--- config.mk ---
export PLATFORM = sky130hd
export DESIGN_NAME = range_result_output_framer
export DESIGN_NICKNAME = d
export VERILOG_FILES = /design/src/hw/framer_pkg.sv /design/src/hw/range_result_output_framer.sv
export SDC_FILE = /design/constraint.sdc
export NUM_CORES = 1
export LEC_CHECK = 0
export BUFFER_PORTS_ARGS = -buffer_cell sky130_fd_sc_hd__buf_2
export CORE_ASPECT_RATIO = 1.25
export CORE_MARGIN = 5
export CORE_UTILIZATION = 38
export DETAILED_ROUTE_END_ITERATION = 12
export SYNTH_ARGS = -nofsm -noshare
export SYNTH_HDL_FRONTEND = slang
export SYNTH_SLANG_ARGS = --single-unit
export TNS_END_PERCENT = 10
--- constraint.sdc ---
create_clock -name clk_i -period 23.5 [get_ports clk_i]
set_input_delay 2.35 -clock clk_i [delete_from_list [all_inputs] [get_ports clk_i]]
set_output_delay 2.35 -clock clk_i [all_outputs]
set_load 0.1 [all_outputs]
--- src/hw/framer_pkg.sv ---
// Constants and types shared by the range result framer.
// Assumes one 200 MHz clock and a synchronous, active-high reset.
package framer_pkg;
   localparam int unsigned BYTE_W     = 8;
   localparam int unsigned FIFO_DEPTH = 8;
   localparam int unsigned FRAME_LEN  = 9;
   localparam logic [3:0]  IDX_HDR0   = 4'h0;
   localparam logic [3:0]  IDX_HDR1   = 4'h1;
   localparam logic [3:0]  IDX_DIST_L = 4'h2;
   localparam logic [3:0]  IDX_DIST_H = 4'h3;
   localparam logic [3:0]  IDX_STR_L  = 4'h4;
   localparam logic [3:0]  IDX_STR_H  = 4'h5;
   localparam logic [3:0]  IDX_TMP_L  = 4'h6;
   localparam logic [3:0]  IDX_TMP_H  = 4'h7;
   localparam logic [3:0]  IDX_SUM    = 4'h8;
   localparam logic [3:0]  BIN_LEN    = 4'h9;
   localparam logic [3:0]  TXT_LONG   = 4'h7;
   localparam logic [3:0]  TXT_SHORT  = 4'h6;
   localparam logic [3:0]  IDX_STEP   = 4'h1;
   localparam logic [3:0]  BITS_BYTE  = 4'h8;
   localparam logic [7:0]  HDR_BYTE   = 8'h59;
   localparam logic [15:0] DIST_MAX   = 16'h1194;
   localparam logic [15:0] STR_MIN    = 16'h003c;
   localparam logic [15:0] CM_PER_M   = 16'h0064;
   localparam logic [15:0] DEC_TEN    = 16'h000a;
   localparam logic [7:0]  CHR_ZERO   = 8'h30;
   localparam logic [7:0]  CHR_DOT    = 8'h2e;
   localparam logic [7:0]  CHR_CR     = 8'h0d;
   localparam logic [7:0]  CHR_LF     = 8'h0a;
   localparam logic [6:0]  I2C_ADDR_RST = 7'h10;
   localparam logic [6:0]  I2C_ADDR_NONE = 7'h00;
   localparam logic [15:0] CRIT_RST   = 16'h0000;
   localparam logic [15:0] HYST_RST   = 16'h0000;
   localparam logic        MODE_DATA  = 1'b0;
   localparam logic        SW_NEAR    = 1'b0;
   localparam logic        SW_FAR     = 1'b1;
   typedef enum logic {FMT_BIN, FMT_TEXT} fmt_type;
   typedef enum logic [2:0] {I2C_IDLE, I2C_ADDR, I2C_ACK_ADDR, I2C_WRITE,
                             I2C_ACK_WR, I2C_READ, I2C_ACK_RD} i2c_state_type;
endpackage

--- src/hw/range_result_output_framer.sv ---
// Range result framer: binary or text frames to a byte stream, an I2C slave
// that serves the latest binary frame, and a near/far switch level.
// Assumes a byte transmitter downstream and I2C pins from outside the clock.
`timescale 1ns/1ps

module byte_fifo #(
   parameter int unsigned WIDTH = 8,
   parameter int unsigned DEPTH = 8
) (
   input  wire logic             clk_i,
   input  wire logic             reset_i,
   input  wire logic             in_valid_i,
   output logic                  in_ready_o,
   input  wire logic [WIDTH-1:0] in_data_i,
   output logic                  out_valid_o,
   input  wire logic             out_ready_i,
   output logic      [WIDTH-1:0] out_data_o
);
   localparam int unsigned PW = $clog2(DEPTH);
   logic [WIDTH-1:0] mem_ff [DEPTH];
   logic [PW-1:0]    wr_ptr_ff;
   logic [PW-1:0]    rd_ptr_ff;
   logic [PW:0]      count_ff;
   logic             push;
   logic             pop;

   assign in_ready_o  = (count_ff != (PW+1)'(DEPTH));
   assign out_valid_o = (count_ff != '0);
   assign out_data_o  = mem_ff[rd_ptr_ff];
   assign push        = in_valid_i && in_ready_o;
   assign pop         = out_valid_o && out_ready_i;

   always_ff @(posedge clk_i) begin
      if (push) begin
         mem_ff[wr_ptr_ff] <= in_data_i;
      end
   end

   always_ff @(posedge clk_i) begin
      if (reset_i) begin
         wr_ptr_ff <= '0;
         rd_ptr_ff <= '0;
         count_ff  <= '0;
      end else begin
         if (push) begin
            wr_ptr_ff <= (wr_ptr_ff == PW'(DEPTH - 1)) ? '0 : wr_ptr_ff + PW'(1);
         end
         if (pop) begin
            rd_ptr_ff <= (rd_ptr_ff == PW'(DEPTH - 1)) ? '0 : rd_ptr_ff + PW'(1);
         end
         if (push && !pop) begin
            count_ff <= count_ff + (PW+1)'(1);
         end else if (pop && !push) begin
            count_ff <= count_ff - (PW+1)'(1);
         end
      end
   end
endmodule

module range_result_output_framer (
   input  wire logic        clk_i,
   input  wire logic        reset_i,
   input  wire logic        meas_valid_i,
   input  wire logic [15:0] meas_dist_i,
   input  wire logic [15:0] meas_strength_i,
   input  wire logic [15:0] meas_temp_i,
   input  wire logic        fmt_wr_i,
   input  wire logic        fmt_text_i,
   input  wire logic        io_wr_i,
   input  wire logic        io_mode_i,
   input  wire logic [15:0] crit_dist_i,
   input  wire logic [15:0] hyst_i,
   input  wire logic        addr_wr_i,
   input  wire logic [6:0]  i2c_addr_i,
   input  wire logic        tx_ready_i,
   output logic             tx_valid_o,
   output logic      [7:0]  tx_data_o,
   output logic             busy_o,
   output logic             switch_o,
   input  wire logic        scl_i,
   input  wire logic        sda_i,
   output logic             sda_o,
   output logic             sda_oe_o,
   output logic             cmd_valid_o,
   output logic      [7:0]  cmd_data_o
);
   import framer_pkg::*;

   framer_pkg::fmt_type       fmt_ff;
   framer_pkg::i2c_state_type i2c_st_ff;
   logic        mode_ff;
   logic [15:0] crit_ff;
   logic [15:0] hyst_ff;
   logic [6:0]  addr_ff;
   logic [7:0]  tx_buf_ff [FRAME_LEN];
   logic [7:0]  last_ff [FRAME_LEN];
   logic [7:0]  rd_buf_ff [FRAME_LEN];
   logic [3:0]  tx_len_ff;
   logic [3:0]  tx_idx_ff;
   logic        busy_ff;
   logic        sw_ff;
   logic        out_valid_ff;
   logic [7:0]  out_data_ff;
   logic        fifo_in_ready;
   logic        fifo_out_valid;
   logic        fifo_out_ready;
   logic [7:0]  fifo_out_data;
   logic [15:0] dist_eff;
   logic        scl_s1_ff, scl_s2_ff, scl_d_ff;
   logic        sda_s1_ff, sda_s2_ff, sda_d_ff;
   logic        scl_rise, scl_fall, i2c_start, i2c_stop;
   logic [3:0]  bit_cnt_ff;
   logic [7:0]  rx_sh_ff;
   logic [7:0]  tx_sh_ff;
   logic        rw_ff;
   logic        nack_ff;
   logic [3:0]  rd_idx_ff;
   logic        sda_oe_ff;
   logic        cmd_valid_ff;
   logic [7:0]  cmd_data_ff;

   // Binary frame byte at position i, fields least significant byte first.
   function automatic logic [7:0] bin_byte(input logic [3:0] i, input logic [15:0] d,
                                           input logic [15:0] s, input logic [15:0] t);
      logic [7:0] sum;
      sum = HDR_BYTE + HDR_BYTE + d[7:0] + d[15:8] + s[7:0] + s[15:8] + t[7:0] + t[15:8];
      unique case (i)
         IDX_HDR0, IDX_HDR1: bin_byte = HDR_BYTE;
         IDX_DIST_L: bin_byte = d[7:0];
         IDX_DIST_H: bin_byte = d[15:8];
         IDX_STR_L:  bin_byte = s[7:0];
         IDX_STR_H:  bin_byte = s[15:8];
         IDX_TMP_L:  bin_byte = t[7:0];
         IDX_TMP_H:  bin_byte = t[15:8];
         default:    bin_byte = sum;
      endcase
   endfunction

   function automatic logic [7:0] digit(input logic [15:0] v);
      digit = CHR_ZERO + v[7:0];
   endfunction

   function automatic logic metres_wide(input logic [15:0] d);
      metres_wide = (d / CM_PER_M) >= DEC_TEN;
   endfunction

   // Text character at position i: metres, dot, two centimetre digits, CR, LF.
   function automatic logic [7:0] text_byte(input logic [3:0] i, input logic [15:0] d);
      logic [15:0] m;
      logic [15:0] c;
      logic [3:0]  p;
      m = d / CM_PER_M;
      c = d % CM_PER_M;
      p = metres_wide(d) ? i : i + IDX_STEP;
      unique case (p)
         IDX_HDR0:   text_byte = digit(m / DEC_TEN);
         IDX_HDR1:   text_byte = digit(m % DEC_TEN);
         IDX_DIST_L: text_byte = CHR_DOT;
         IDX_DIST_H: text_byte = digit(c / DEC_TEN);
         IDX_STR_L:  text_byte = digit(c % DEC_TEN);
         IDX_STR_H:  text_byte = CHR_CR;
         default:    text_byte = CHR_LF;
      endcase
   endfunction

   always_comb begin
      if (meas_strength_i < STR_MIN) begin
         dist_eff = DIST_MAX;
      end else if (meas_dist_i > DIST_MAX) begin
         dist_eff = DIST_MAX;
      end else begin
         dist_eff = meas_dist_i;
      end
   end

   // Configuration written by the command decoder outside this block.
   always_ff @(posedge clk_i) begin
      if (reset_i) begin
         fmt_ff  <= FMT_BIN;
         mode_ff <= MODE_DATA;
         crit_ff <= CRIT_RST;
         hyst_ff <= HYST_RST;
         addr_ff <= I2C_ADDR_RST;
      end else begin
         if (fmt_wr_i) begin
            fmt_ff <= fmt_text_i ? FMT_TEXT : FMT_BIN;
         end
         if (io_wr_i) begin
            mode_ff <= io_mode_i;
            crit_ff <= crit_dist_i;
            hyst_ff <= hyst_i;
         end
         if (addr_wr_i && i2c_addr_i != I2C_ADDR_NONE) begin
            addr_ff <= i2c_addr_i;
         end
      end
   end

   // Frame assembly; a measurement arriving while busy is dropped.
   always_ff @(posedge clk_i) begin
      if (reset_i) begin
         busy_ff   <= 1'b0;
         tx_idx_ff <= '0;
         tx_len_ff <= BIN_LEN;
      end else if (meas_valid_i && !busy_ff && mode_ff == MODE_DATA) begin
         busy_ff   <= 1'b1;
         tx_idx_ff <= '0;
         if (fmt_ff == FMT_TEXT) begin
            tx_len_ff <= metres_wide(dist_eff) ? TXT_LONG : TXT_SHORT;
         end else begin
            tx_len_ff <= BIN_LEN;
         end
      end else if (busy_ff && fifo_in_ready) begin
         tx_idx_ff <= tx_idx_ff + IDX_STEP;
         if (tx_idx_ff == tx_len_ff - IDX_STEP) begin
            busy_ff <= 1'b0;
         end
      end
   end

   always_ff @(posedge clk_i) begin
      for (int i = 0; i < FRAME_LEN; i++) begin
         if (meas_valid_i && !busy_ff) begin
            tx_buf_ff[i] <= (fmt_ff == FMT_TEXT) ? text_byte(4'(i), dist_eff) :
                            bin_byte(4'(i), dist_eff, meas_strength_i, meas_temp_i);
         end
         if (meas_valid_i) begin
            last_ff[i] <= bin_byte(4'(i), dist_eff, meas_strength_i, meas_temp_i);
         end
      end
   end

   // Near/far switch level with hysteresis band.
   always_ff @(posedge clk_i) begin
      if (reset_i) begin
         sw_ff <= SW_FAR;
      end else if (meas_valid_i) begin
         if (sw_ff == SW_NEAR && {1'b0, dist_eff} > {1'b0, crit_ff} + {1'b0, hyst_ff}) begin
            sw_ff <= SW_FAR;
         end else if (sw_ff == SW_FAR && dist_eff < crit_ff) begin
            sw_ff <= SW_NEAR;
         end
      end
   end

   byte_fifo #(
      .WIDTH (BYTE_W),
      .DEPTH (FIFO_DEPTH)
   ) u_fifo (
      .clk_i       (clk_i),
      .reset_i     (reset_i),
      .in_valid_i  (busy_ff),
      .in_ready_o  (fifo_in_ready),
      .in_data_i   (tx_buf_ff[tx_idx_ff]),
      .out_valid_o (fifo_out_valid),
      .out_ready_i (fifo_out_ready),
      .out_data_o  (fifo_out_data)
   );

   assign fifo_out_ready = !out_valid_ff || tx_ready_i;

   always_ff @(posedge clk_i) begin
      if (reset_i) begin
         out_valid_ff <= 1'b0;
         out_data_ff  <= '0;
      end else if (fifo_out_ready) begin
         out_valid_ff <= fifo_out_valid;
         if (fifo_out_valid) begin
            out_data_ff <= fifo_out_data;
         end
      end
   end

   // I2C pin synchronisers and bus condition detection.
   always_ff @(posedge clk_i) begin
      if (reset_i) begin
         {scl_s1_ff, scl_s2_ff, scl_d_ff} <= 3'h7;
         {sda_s1_ff, sda_s2_ff, sda_d_ff} <= 3'h7;
      end else begin
         {scl_s1_ff, scl_s2_ff, scl_d_ff} <= {scl_i, scl_s1_ff, scl_s2_ff};
         {sda_s1_ff, sda_s2_ff, sda_d_ff} <= {sda_i, sda_s1_ff, sda_s2_ff};
      end
   end

   assign scl_rise  = scl_s2_ff && !scl_d_ff;
   assign scl_fall  = !scl_s2_ff && scl_d_ff;
   assign i2c_start = scl_s2_ff && scl_d_ff && !sda_s2_ff && sda_d_ff;
   assign i2c_stop  = scl_s2_ff && scl_d_ff && sda_s2_ff && !sda_d_ff;

   // Slave only: the block never drives SCL and answers only when addressed.
   always_ff @(posedge clk_i) begin
      if (reset_i) begin
         i2c_st_ff    <= I2C_IDLE;
         bit_cnt_ff   <= '0;
         rx_sh_ff     <= '0;
         tx_sh_ff     <= '0;
         rw_ff        <= 1'b0;
         nack_ff      <= 1'b0;
         rd_idx_ff    <= '0;
         sda_oe_ff    <= 1'b0;
         cmd_valid_ff <= 1'b0;
         cmd_data_ff  <= '0;
      end else begin
         cmd_valid_ff <= 1'b0;
         if (i2c_stop) begin
            i2c_st_ff <= I2C_IDLE;
            sda_oe_ff <= 1'b0;
         end else if (i2c_start) begin
            i2c_st_ff  <= I2C_ADDR;
            bit_cnt_ff <= '0;
            sda_oe_ff  <= 1'b0;
         end else if (scl_rise) begin
            if (i2c_st_ff == I2C_ADDR || i2c_st_ff == I2C_WRITE) begin
               rx_sh_ff   <= {rx_sh_ff[6:0], sda_s2_ff};
               bit_cnt_ff <= bit_cnt_ff + IDX_STEP;
            end else if (i2c_st_ff == I2C_READ) begin
               bit_cnt_ff <= bit_cnt_ff + IDX_STEP;
            end else if (i2c_st_ff == I2C_ACK_RD) begin
               nack_ff <= sda_s2_ff;
            end
         end else if (scl_fall) begin
            unique case (i2c_st_ff)
               I2C_ADDR: begin
                  if (bit_cnt_ff == BITS_BYTE) begin
                     if (rx_sh_ff[7:1] == addr_ff) begin
                        i2c_st_ff <= I2C_ACK_ADDR;
                        rw_ff     <= rx_sh_ff[0];
                        sda_oe_ff <= 1'b1;
                     end else begin
                        i2c_st_ff <= I2C_IDLE;
                     end
                  end
               end
               I2C_ACK_ADDR: begin
                  bit_cnt_ff <= '0;
                  if (rw_ff) begin
                     i2c_st_ff <= I2C_READ;
                     rd_buf_ff <= last_ff;
                     rd_idx_ff <= IDX_STEP;
                     sda_oe_ff <= !last_ff[0][7];
                     tx_sh_ff  <= {last_ff[0][6:0], 1'b1};
                  end else begin
                     i2c_st_ff <= I2C_WRITE;
                     sda_oe_ff <= 1'b0;
                  end
               end
               I2C_WRITE: begin
                  if (bit_cnt_ff == BITS_BYTE) begin
                     i2c_st_ff    <= I2C_ACK_WR;
                     sda_oe_ff    <= 1'b1;
                     cmd_valid_ff <= 1'b1;
                     cmd_data_ff  <= rx_sh_ff;
                  end
               end
               I2C_ACK_WR: begin
                  i2c_st_ff  <= I2C_WRITE;
                  bit_cnt_ff <= '0;
                  sda_oe_ff  <= 1'b0;
               end
               I2C_READ: begin
                  if (bit_cnt_ff == BITS_BYTE) begin
                     i2c_st_ff <= I2C_ACK_RD;
                     sda_oe_ff <= 1'b0;
                  end else begin
                     sda_oe_ff <= !tx_sh_ff[7];
                     tx_sh_ff  <= {tx_sh_ff[6:0], 1'b1};
                  end
               end
               I2C_ACK_RD: begin
                  if (nack_ff) begin
                     i2c_st_ff <= I2C_IDLE;
                  end else begin
                     i2c_st_ff  <= I2C_READ;
                     bit_cnt_ff <= '0;
                     sda_oe_ff  <= !rd_buf_ff[rd_idx_ff][7];
                     tx_sh_ff   <= {rd_buf_ff[rd_idx_ff][6:0], 1'b1};
                     rd_idx_ff  <= (rd_idx_ff == IDX_SUM) ? '0 : rd_idx_ff + IDX_STEP;
                  end
               end
               default: begin
                  sda_oe_ff <= 1'b0;
               end
            endcase
         end
      end
   end

   assign tx_valid_o  = out_valid_ff;
   assign tx_data_o   = out_data_ff;
   assign busy_o      = busy_ff;
   assign switch_o    = sw_ff;
   assign sda_o       = 1'b0;
   assign sda_oe_o    = sda_oe_ff;
   assign cmd_valid_o = cmd_valid_ff;
   assign cmd_data_o  = cmd_data_ff;
endmodule

==> Word-level counts from Yosys, hierarchy flattened <==
Memory sizes are Yosys's and may differ from the RTL's. A register that Yosys moved wholly into a read port is not among the register bits.
Cells that the tools add are included.
{ "word_totals": {"regBits": 219, "mem_bits_rw": 136, "output_inout_bits": 22, "wordCells": 328, "memories": 2} }
{ "classes": {"n_addsub": 19, "div_mod_pow": 6, "order_cmp": 6, "n_eq_ne": 71, "n_mux": 100, "bitwise": 11, "n_reduce_logical": 69} }
{ "mem_list": {"columns": ["memory", "words", "word_bits", "rd", "rd_ports_with_merged_regs", "write_ports", "line", "text"], "rows": [
  ["tx_buf_ff", 9, 8, 1, 1, 9, "range_result_output_framer.sv:95", "logic [7:0] tx_buf_ff [FRAME_LEN];"],
  ["u_fifo.mem_ff", 8, 8, 1, 1, 1, "range_result_output_framer.sv:20", "logic [WIDTH-1:0] mem_ff [DEPTH];"]
]} }
{ "ops": {"columns": ["operator", "n"], "rows": [
  ["one-hot mux 8 bit (6 select lines)", 9],
  ["2-to-1 mux 8 bit", 31],
  ["2-to-1 mux 4 bit", 15],
  ["adder 8 bit", 5],
  ["== test 3 bit, second input constant", 13],
  ["logical NOT 4 bit", 9],
  ["adder 6 x 8 -> 8 bit, first input constant", 4],
  ["binary-select mux 8 bit (select 4 bit)", 1],
  ["divider 16 x 4 -> 16 bit, second input constant", 2],
  ["modulo 16 x 4 -> 16 bit, second input constant", 2],
  ["2-to-1 mux 16 bit", 2],
  ["== test 3 x 2 -> 1 bit, second input constant", 10],
  ["AND reduction 6 bit", 5],
  ["2-to-1 mux 1 bit", 26],
  ["2-to-1 mux 3 bit", 8],
  ["one-hot mux 8 bit (3 select lines)", 1],
  ["AND reduction 7 bit", 3],
  ["one-hot mux 3 bit (6 select lines)", 1],
  ["adder 16 x 16 -> 17 bit", 1],
  ["> comparator 16 x 17 -> 1 bit", 1],
  ["adder 4 x 1 -> 4 bit, second input constant", 4],
  ["divider 16 x 7 -> 16 bit, second input constant", 1],
  ["== test 4 x 2 -> 1 bit, second input constant", 4],
  ["== test 4 x 3 -> 1 bit, second input constant", 4],
  ["other kinds (45)", 120]
]} }

==> Longest topological paths before layout <==
Gate-level depths: netlist of the first run.
{ "depth": {"word_depth": 11, "mapped_depth": 37} }

==> Hierarchy <==
Synthesis of the first run repeated with hierarchy kept, for this count alone.
{ "unflattened": {"cells_unflattened": 1752, "area_unflattened_um2": 19816.5} }
{ "by_module_without_submodules": {"columns": ["module", "n_inst", "cells_each", "area_each_um2"], "rows": [
  ["range_result_output_framer", 1, 1584, 16689.8],
  ["byte_fifo", 1, 168, 3126.7]
]} }

==> Least setup slack after synthesis of the first run <==
OpenSTA, ideal clock, no wires.
{ "synth_path": {"path_type": "input to register", "start": "input meas_dist_i[10]", "end": "memory tx_buf_ff[3][5], data pin", "setup_ps": 255, "t_arrival_ps": 8977, "path_slack_ps": 14268, "stages": 36, "n_path_buf": 4, "path_cell_list": "buf_2 o31a_1 nor2_4 nand3_2 inv_2 nor3_1 or3_1 a21oi_4 a21oi_2 o221a_1 buf_6 a2111oi_4 a21o_1 nor2_1 nor2_1 xnor2_1 inv_1 ha_1 o21ai_0 or2_2 nor4b_2 and2_1 buf_2 a21oi_1 o2bb2ai_2 o22ai_4 and2_1 buf_4 mux2i_1 a22o_1 ha_1 nor2b_1 o21ai_1 ha_1 nand2_1 and3_1"} }
{ "synth_rtl": {"columns": ["item", "line", "text"], "rows": [
  ["from (decl)", "range_result_output_framer.sv:64", "input wire logic [15:0] meas_dist_i,"],
  ["to (decl)", "range_result_output_framer.sv:95", null]
]} }

==> impl_metrics.env, run 1 <==
export IMPL_status="finished clean"
export IMPL_synth_cell_types=119
export IMPL_cp_slowest_cell="nor2_1"
export IMPL_seq_power_share=0.391
export IMPL_synth_xor_area_share=0.0269
export IMPL_portBuffers=118
export IMPL_grt_pass1_wl_mm=80.6
export IMPL_final_area_um2=22600
export IMPL_final_cells=2562
export IMPL_dp_cells=2488
export IMPL_antenna_found_initial=1
export IMPL_fin_worst_skew_ns=0.0296
export IMPL_synth_avg_cell_area_um2=11.4
export IMPL_p_clk_frac=0.335
export IMPL_wirelength_mm=51.7
export IMPL_gp_congestion=0.915
export IMPL_drive_gt1_frac=0.167
export IMPL_syn_to_final_growth_pct=13.7
export IMPL_fp_row_count=93
export IMPL_worst_setup_path_type="in -> reg"
export IMPL_synthMuxAreaShare=0.0931
export IMPL_synth_top_family_by_area="compound AO/OA/AOI/OAI gates"
export IMPL_synth_compound_area_frac=0.138
export IMPL_setup_viol=0
export IMPL_hpwl_mm=38.3
export IMPL_fmax_ghz=0.0919
export IMPL_cp_required_ns=23.81
export IMPL_place_area_um2=21200
export IMPL_grt_total_usage=0.178
export IMPL_post_cts_buffers=0
export IMPL_p_leak_nw=8.48
export IMPL_hold_class="reg -> reg"
export IMPL_drtIter0Drc=786
export IMPL_start_util=0.384
export IMPL_cts_inserted_buffers=40
export IMPL_path_clk_slew_ns=0.06
export IMPL_synth_seq_area_share=0.494
export IMPL_fin_util=0.437
export IMPL_synthAdderAreaFrac=0.0855
export IMPL_core_area_um2=51700
export IMPL_power_switching_w=0.000628
export IMPL_firstDrtPassIters=5
export IMPL_power_density_nw_per_um2=88.6
export IMPL_finalSetupTns_ns=0
export IMPL_synth_ff_latch_count=366
export IMPL_die_area_um2=56900
export IMPL_grt_pass1_vias=14100
export IMPL_cp_top_family="simple AND/OR/NAND/NOR gates"
export IMPL_path_max_fanout=11
export IMPL_n_antenna_cell=0
export IMPL_cp_arrival_ns=11.19
export IMPL_final_cell_mix="248 x edfxtp_1, 176 x nor2_1, 117 x dfxtp_1, 117 x buf_2, 106 x nand2_1"
export IMPL_ys_top_cells_by_area="edfxtp_1 38%, dfxtp_1 12%, ha_1 5.7%, mux4_2 4.5%, mux2i_1 4.2%"
export IMPL_synth_edf_count=248
export IMPL_clock_root_buffer="clkbuf_16"
export IMPL_ys_warn_count=0
export IMPL_postSynthCellCount=1746
export IMPL_vias=14000
export IMPL_synthSimpleGateAreaFrac=0.126
export IMPL_ir_worst_vdd_uv=67.3
export IMPL_critPathCaptureType="register"
export IMPL_cellInternalPower_w=0.00137
export IMPL_relSlewSlack=0.222
export IMPL_wl_per_cell_um=20.2
export IMPL_overflow=0
export IMPL_final_hold_viol_count=0
export IMPL_maxSlewViolCount=0
export IMPL_cts_tree="done"
export IMPL_cts_hold_buf=0
export IMPL_comb_power_share=0.274
export IMPL_clkLatencyLatePin_ns=0.56
export IMPL_p_sw_frac=0.315
export IMPL_fin_crit_sh=0.463
export IMPL_ioPinCount=120
export IMPL_final_common_cell="edfxtp_1"
export IMPL_synth_top_cell_by_area="edfxtp_1"
export IMPL_drtAntennaViolNets=0
export IMPL_ys_flop_type="edfxtp_1"
export IMPL_cp_num_buf_inv=3
export IMPL_maxCapViolations=0
export IMPL_htree_levels=2
export IMPL_die_w_um=214
export IMPL_drc=0
export IMPL_grt_start_max_net_pins=84
export IMPL_slowest_delay_ns=0.69
export IMPL_cp_start_kind="input port"
export IMPL_period_needed_ns=10.88
export IMPL_rsz0062_at_grt="no"
export IMPL_nNetsFinal=2081
export IMPL_syn_cell_area_um2=19800
export IMPL_viasPerCell=5.46
export IMPL_yosysTopAreaCellShare=0.375
export IMPL_die_y_um=265
export IMPL_cts_buffer_depth=3
export IMPL_cts_resized_gates=0
export IMPL_worstMarginPinSlew_ns=1.15
export IMPL_async_reset_ff_frac=0
export IMPL_clock_sinks=366
## layer usage
metal,up-vias,share of wire,wire length [um],global-route usage
met5,-,0.00025,13,0
met4,2,0.030,1560,0.0599
met3,85,0.037,1930,0.0245
met2,321,0.52,27100,0.327
met1,6905,0.41,21100,0.214
li1,6687,-,-,-
## state kept, by name (all words and copies together), names as in the netlist, 3 cells and up, named ones only
register	cells
addr_ff	7
bit_cnt_ff	4
cmd_data_o	8
crit_ff	16
hyst_ff	16
i2c_st_ff	3
last_ff	56
rd_buf_ff	56
rd_idx_ff	4
rx_sh_ff	8
tx_buf_ff	72
tx_data_o	8
tx_idx_ff	4
tx_len_ff	3
tx_sh_ff	8
u_fifo.count_ff	4
u_fifo.mem_ff	64
u_fifo.rd_ptr_ff	3
u_fifo.wr_ptr_ff	3
## area by class of cell
type / count / area (um^2)
fill: 4879 / 29100
clock buffer: 47 / 1050
multi-input combinational: 1215 / 9400
inverter: 108 / 408
timing repair buffer: 134 / 713
sequential: 366 / 9810
clock inverter: 27 / 344
tap: 665 / 832
## cells in the mapped netlist, types with 35 or more instances
cell type  instances
ha_1              90
inv_1            104
mux2i_1           83
nand2_1          106
dfxtp_1          118
edfxtp_1         248
mux4_2            40
nor2_1           176
nor2b_1           35
xnor2_1           42
clkbuf_1          55
a21oi_1          102
o21ai_0           79
## stage by stage
stage,hold WS [ns],setup slack [ns],power [W]
2_1_floorplan,0.389,14.27,0.00121
3_3_place_gp,0.394,12.30,0.00133
3_5_place_dp,0.397,12.17,0.00134
4_1_cts,0.411,12.78,0.00202
5_1_grt,0.421,12.13,0.00210
6_report,0.408,12.62,0.00200
## path summary, 6_finish.rpt
kind	from	endpoint	slack (ns)	depth (start not counted)
min	scl_s1_ff	scl_s2_ff	0.41	1
min reg2reg	scl_s1_ff	scl_s2_ff	0.41	1
max reg2reg	crit_ff[0]	switch_o	19.15	20
max	meas_dist_i[15]	tx_buf_ff[3][5]	12.62	33
## power by group through the flow
stage          logic [W]  registers (W)  clock network, W
6_report        0.000548       0.000781          0.000669
5_1_grt         0.000597       0.000787          0.000711
4_1_cts         0.000548       0.000782          0.000687
3_5_place_dp    0.000547       0.000796                 0
3_3_place_gp    0.000539       0.000794                 0
2_1_floorplan   0.000363       0.000842                 0
## kinds of logic (layout without fill, tap and decap cells)
group / after synthesis / after routing
other: 2 / 17
buffers and inverters: 180 / 316
and+or+nand+nor: 497 / 497
adders and majority gates: 119 / 119
muxes: 132 / 132
xor gates and xnor gates: 61 / 61
DFF: 366 / 366
AOI/OAI and AO/OA: 389 / 389
No activity file was read; power rests on OpenSTA's default activity.
==> run 2: changes to the inputs <==
Clock period 23.5 ns to 10.5 ns, I/O delays scaled along.
==> run 2 against run 1 <==
Effect of this change: clock skew fell by 0.013 ns; critical path depth rose by 1; non-clock buffer count rose by 6; via count rose by 0.11%; die area did not move; combinational power rose by 120%; highest routed layer unchanged; sequential share of layout area rose by 0.25 points; worst hold slack got worse by 0.00070 ns; setup slack got worse by 11 ns; utilization fell by 0.25 points; total power rose by 120%; largest power group unchanged.
==> impl_metrics.env, run 2 (synthesis gave the netlist of run 1 again) <==
export IMPL_maxSlewViolCount=0
export IMPL_status="finished clean"
export IMPL_nNetsFinal=2086
export IMPL_final_cell_mix="248 x edfxtp_1, 176 x nor2_1, 117 x dfxtp_1, 117 x buf_2, 106 x nand2_1"
export IMPL_grt_met2_usage=0.328
export IMPL_cp_slowest_cell="nor3_1"
export IMPL_maxCapViolations=0
export IMPL_final_cells=2562
export IMPL_reg_largest_list="tx_buf_ff x72, u_fifo.mem_ff x64"
export IMPL_clock_root_buffer="clkbuf_16"
export IMPL_rrSetupSlack_ns=6.15
export IMPL_grt_busiest_layer="met2"
export IMPL_syn_to_final_growth_pct=13.0
export IMPL_wirelength_mm=52.2
export IMPL_relSlewSlack=0.231
export IMPL_fin_worst_skew_ns=0.0162
export IMPL_cp_arrival_ns=9.46
export IMPL_drc=0
export IMPL_reg2regPathDepth=20
export IMPL_cp_start_kind="input port"
export IMPL_nFillCells=4893
export IMPL_p_sw_frac=0.324
export IMPL_setup_viol=0
export IMPL_hold_depth=1
export IMPL_final_area_um2=22400
export IMPL_largest_register="tx_buf_ff"
export IMPL_drive_gt1_frac=0.167
export IMPL_grt_util_met1=0.212
export IMPL_cts_resized_gates=0
export IMPL_largest_reg_flops=72
export IMPL_cp_required_ns=10.82
export IMPL_grt_total_usage=0.179
export IMPL_p_clk_frac=0.309
export IMPL_setup_slack_ns=1.36
export IMPL_dp_slack_ns=0.915
export IMPL_path_max_fanout=11
export IMPL_ioPinCount=120
export IMPL_power_switching_w=0.00140
export IMPL_firstDrtPassIters=7
export IMPL_place_area_um2=21200
export IMPL_vias=14000
export IMPL_final_common_cell="edfxtp_1"
export IMPL_clock_sinks=366
export IMPL_critPathCaptureType="register"
export IMPL_seq_power_share=0.406
export IMPL_htree_levels=2
export IMPL_comb_power_share=0.285
export IMPL_die_w_um=214
export IMPL_ir_worst_vdd_uv=120
export IMPL_crit_path_frequent_cell="nand2_1"
export IMPL_path_clk_slew_ns=0.06
export IMPL_hpwl_mm=38.6
export IMPL_antenna_found_initial=1
export IMPL_worst_setup_path_type="in -> reg"
export IMPL_rsz0062_at_grt="no"
export IMPL_fp_row_count=93
export IMPL_dp_cells=2494
export IMPL_worstMarginPinSlew_ns=1.14
export IMPL_grt_pass1_vias=14100
export IMPL_n_antenna_cell=0
export IMPL_die_y_um=265
export IMPL_grt_use_met3=0.0326
export IMPL_post_cts_buffers=0
export IMPL_grt_start_max_net_pins=84
export IMPL_start_util=0.384
export IMPL_total_power_w=0.00430
export IMPL_slowest_delay_ns=0.64
export IMPL_clkLatencyLatePin_ns=0.56
export IMPL_die_area_um2=56900
export IMPL_viasPerCell=5.47
export IMPL_hold_class="reg -> reg"
export IMPL_drtAntennaViolNets=0
export IMPL_fin_crit_sh=0.871
export IMPL_finalSetupTns_ns=0
export IMPL_cts_buffer_depth=3
export IMPL_cts_tree="done"
export IMPL_p_leak_nw=8.42
export IMPL_fmax_ghz=0.109
export IMPL_core_area_um2=51700
export IMPL_overflow=0
export IMPL_drtIter0Drc=805
export IMPL_wl_per_cell_um=20.4
export IMPL_gp_congestion=0.905
export IMPL_final_hold_viol_count=0
export IMPL_cts_inserted_buffers=39
export IMPL_period_needed_ns=9.14
export IMPL_cts_hold_buf=0
export IMPL_portBuffers=118
export IMPL_power_density_nw_per_um2=192
export IMPL_grt_pass1_wl_mm=80.7
export IMPL_cellInternalPower_w=0.00291
run 2: stage by stage:
| step | utilization | hold WS, ns |
|---|---|---|
| 4_1_cts | 0.434 | 0.408 |
| 6_report | 0.434 | 0.407 |
| 3_5_place_dp | 0.410 | 0.393 |
| 5_1_grt | 0.434 | 0.422 |
| 2_1_floorplan | - | 0.389 |
| 3_3_place_gp | 0.410 | 0.394 |
run 2: power groups by stage:
stage | sequential, W | clock (W) | combinational, W
after floorplan | 0.00189 | 0 | 0.000812
after global placement | 0.00178 | 0 | 0.00120
after detailed placement | 0.00178 | 0 | 0.00123
after CTS | 0.00175 | 0.00137 | 0.00123
after global routing | 0.00176 | 0.00143 | 0.00135
final | 0.00175 | 0.00133 | 0.00122
run 2: cell type report:
cell class | count | area (um^2) | area share
sequential | 366 | 9810 | 0.438
multi-input combinational | 1215 | 9400 | 0.419
clock buffer | 51 | 1080 | 0.0483
tap | 665 | 832 | 0.0371
timing repair buffer | 140 | 758 | 0.0338
inverter | 108 | 408 | 0.0182
clock inverter | 17 | 135 | 0.00603
run 2: worst paths after layout:
path | from | endpoint
worst max-delay path | meas_dist_i[15] | tx_buf_ff[3][5]
worst min-delay path | sda_s1_ff | sda_s2_ff
worst max register to register | crit_ff[0] | switch_o
worst min register to register | sda_s1_ff | sda_s2_ff
run 2: layer usage:
layer / share of wire / wire length (um) / up-vias
met3: 0.051 / 2640 / 93
li1: - / - / 6686
met4: 0.032 / 1650 / 2
met1: 0.40 / 20700 / 6854
met5: 0.00025 / 13 / -
met2: 0.52 / 27200 / 380
run 2: worst max-delay path, delay by kind of cell:
family | cells | cell delay, ns
xor+xnor | 1 | 0.16
mux | 1 | 0.10
fa+ha+maj | 3 | 0.69
buf+inv | 4 | 0.47
simple gates | 14 | 3.68
compound gates | 11 | 3.28
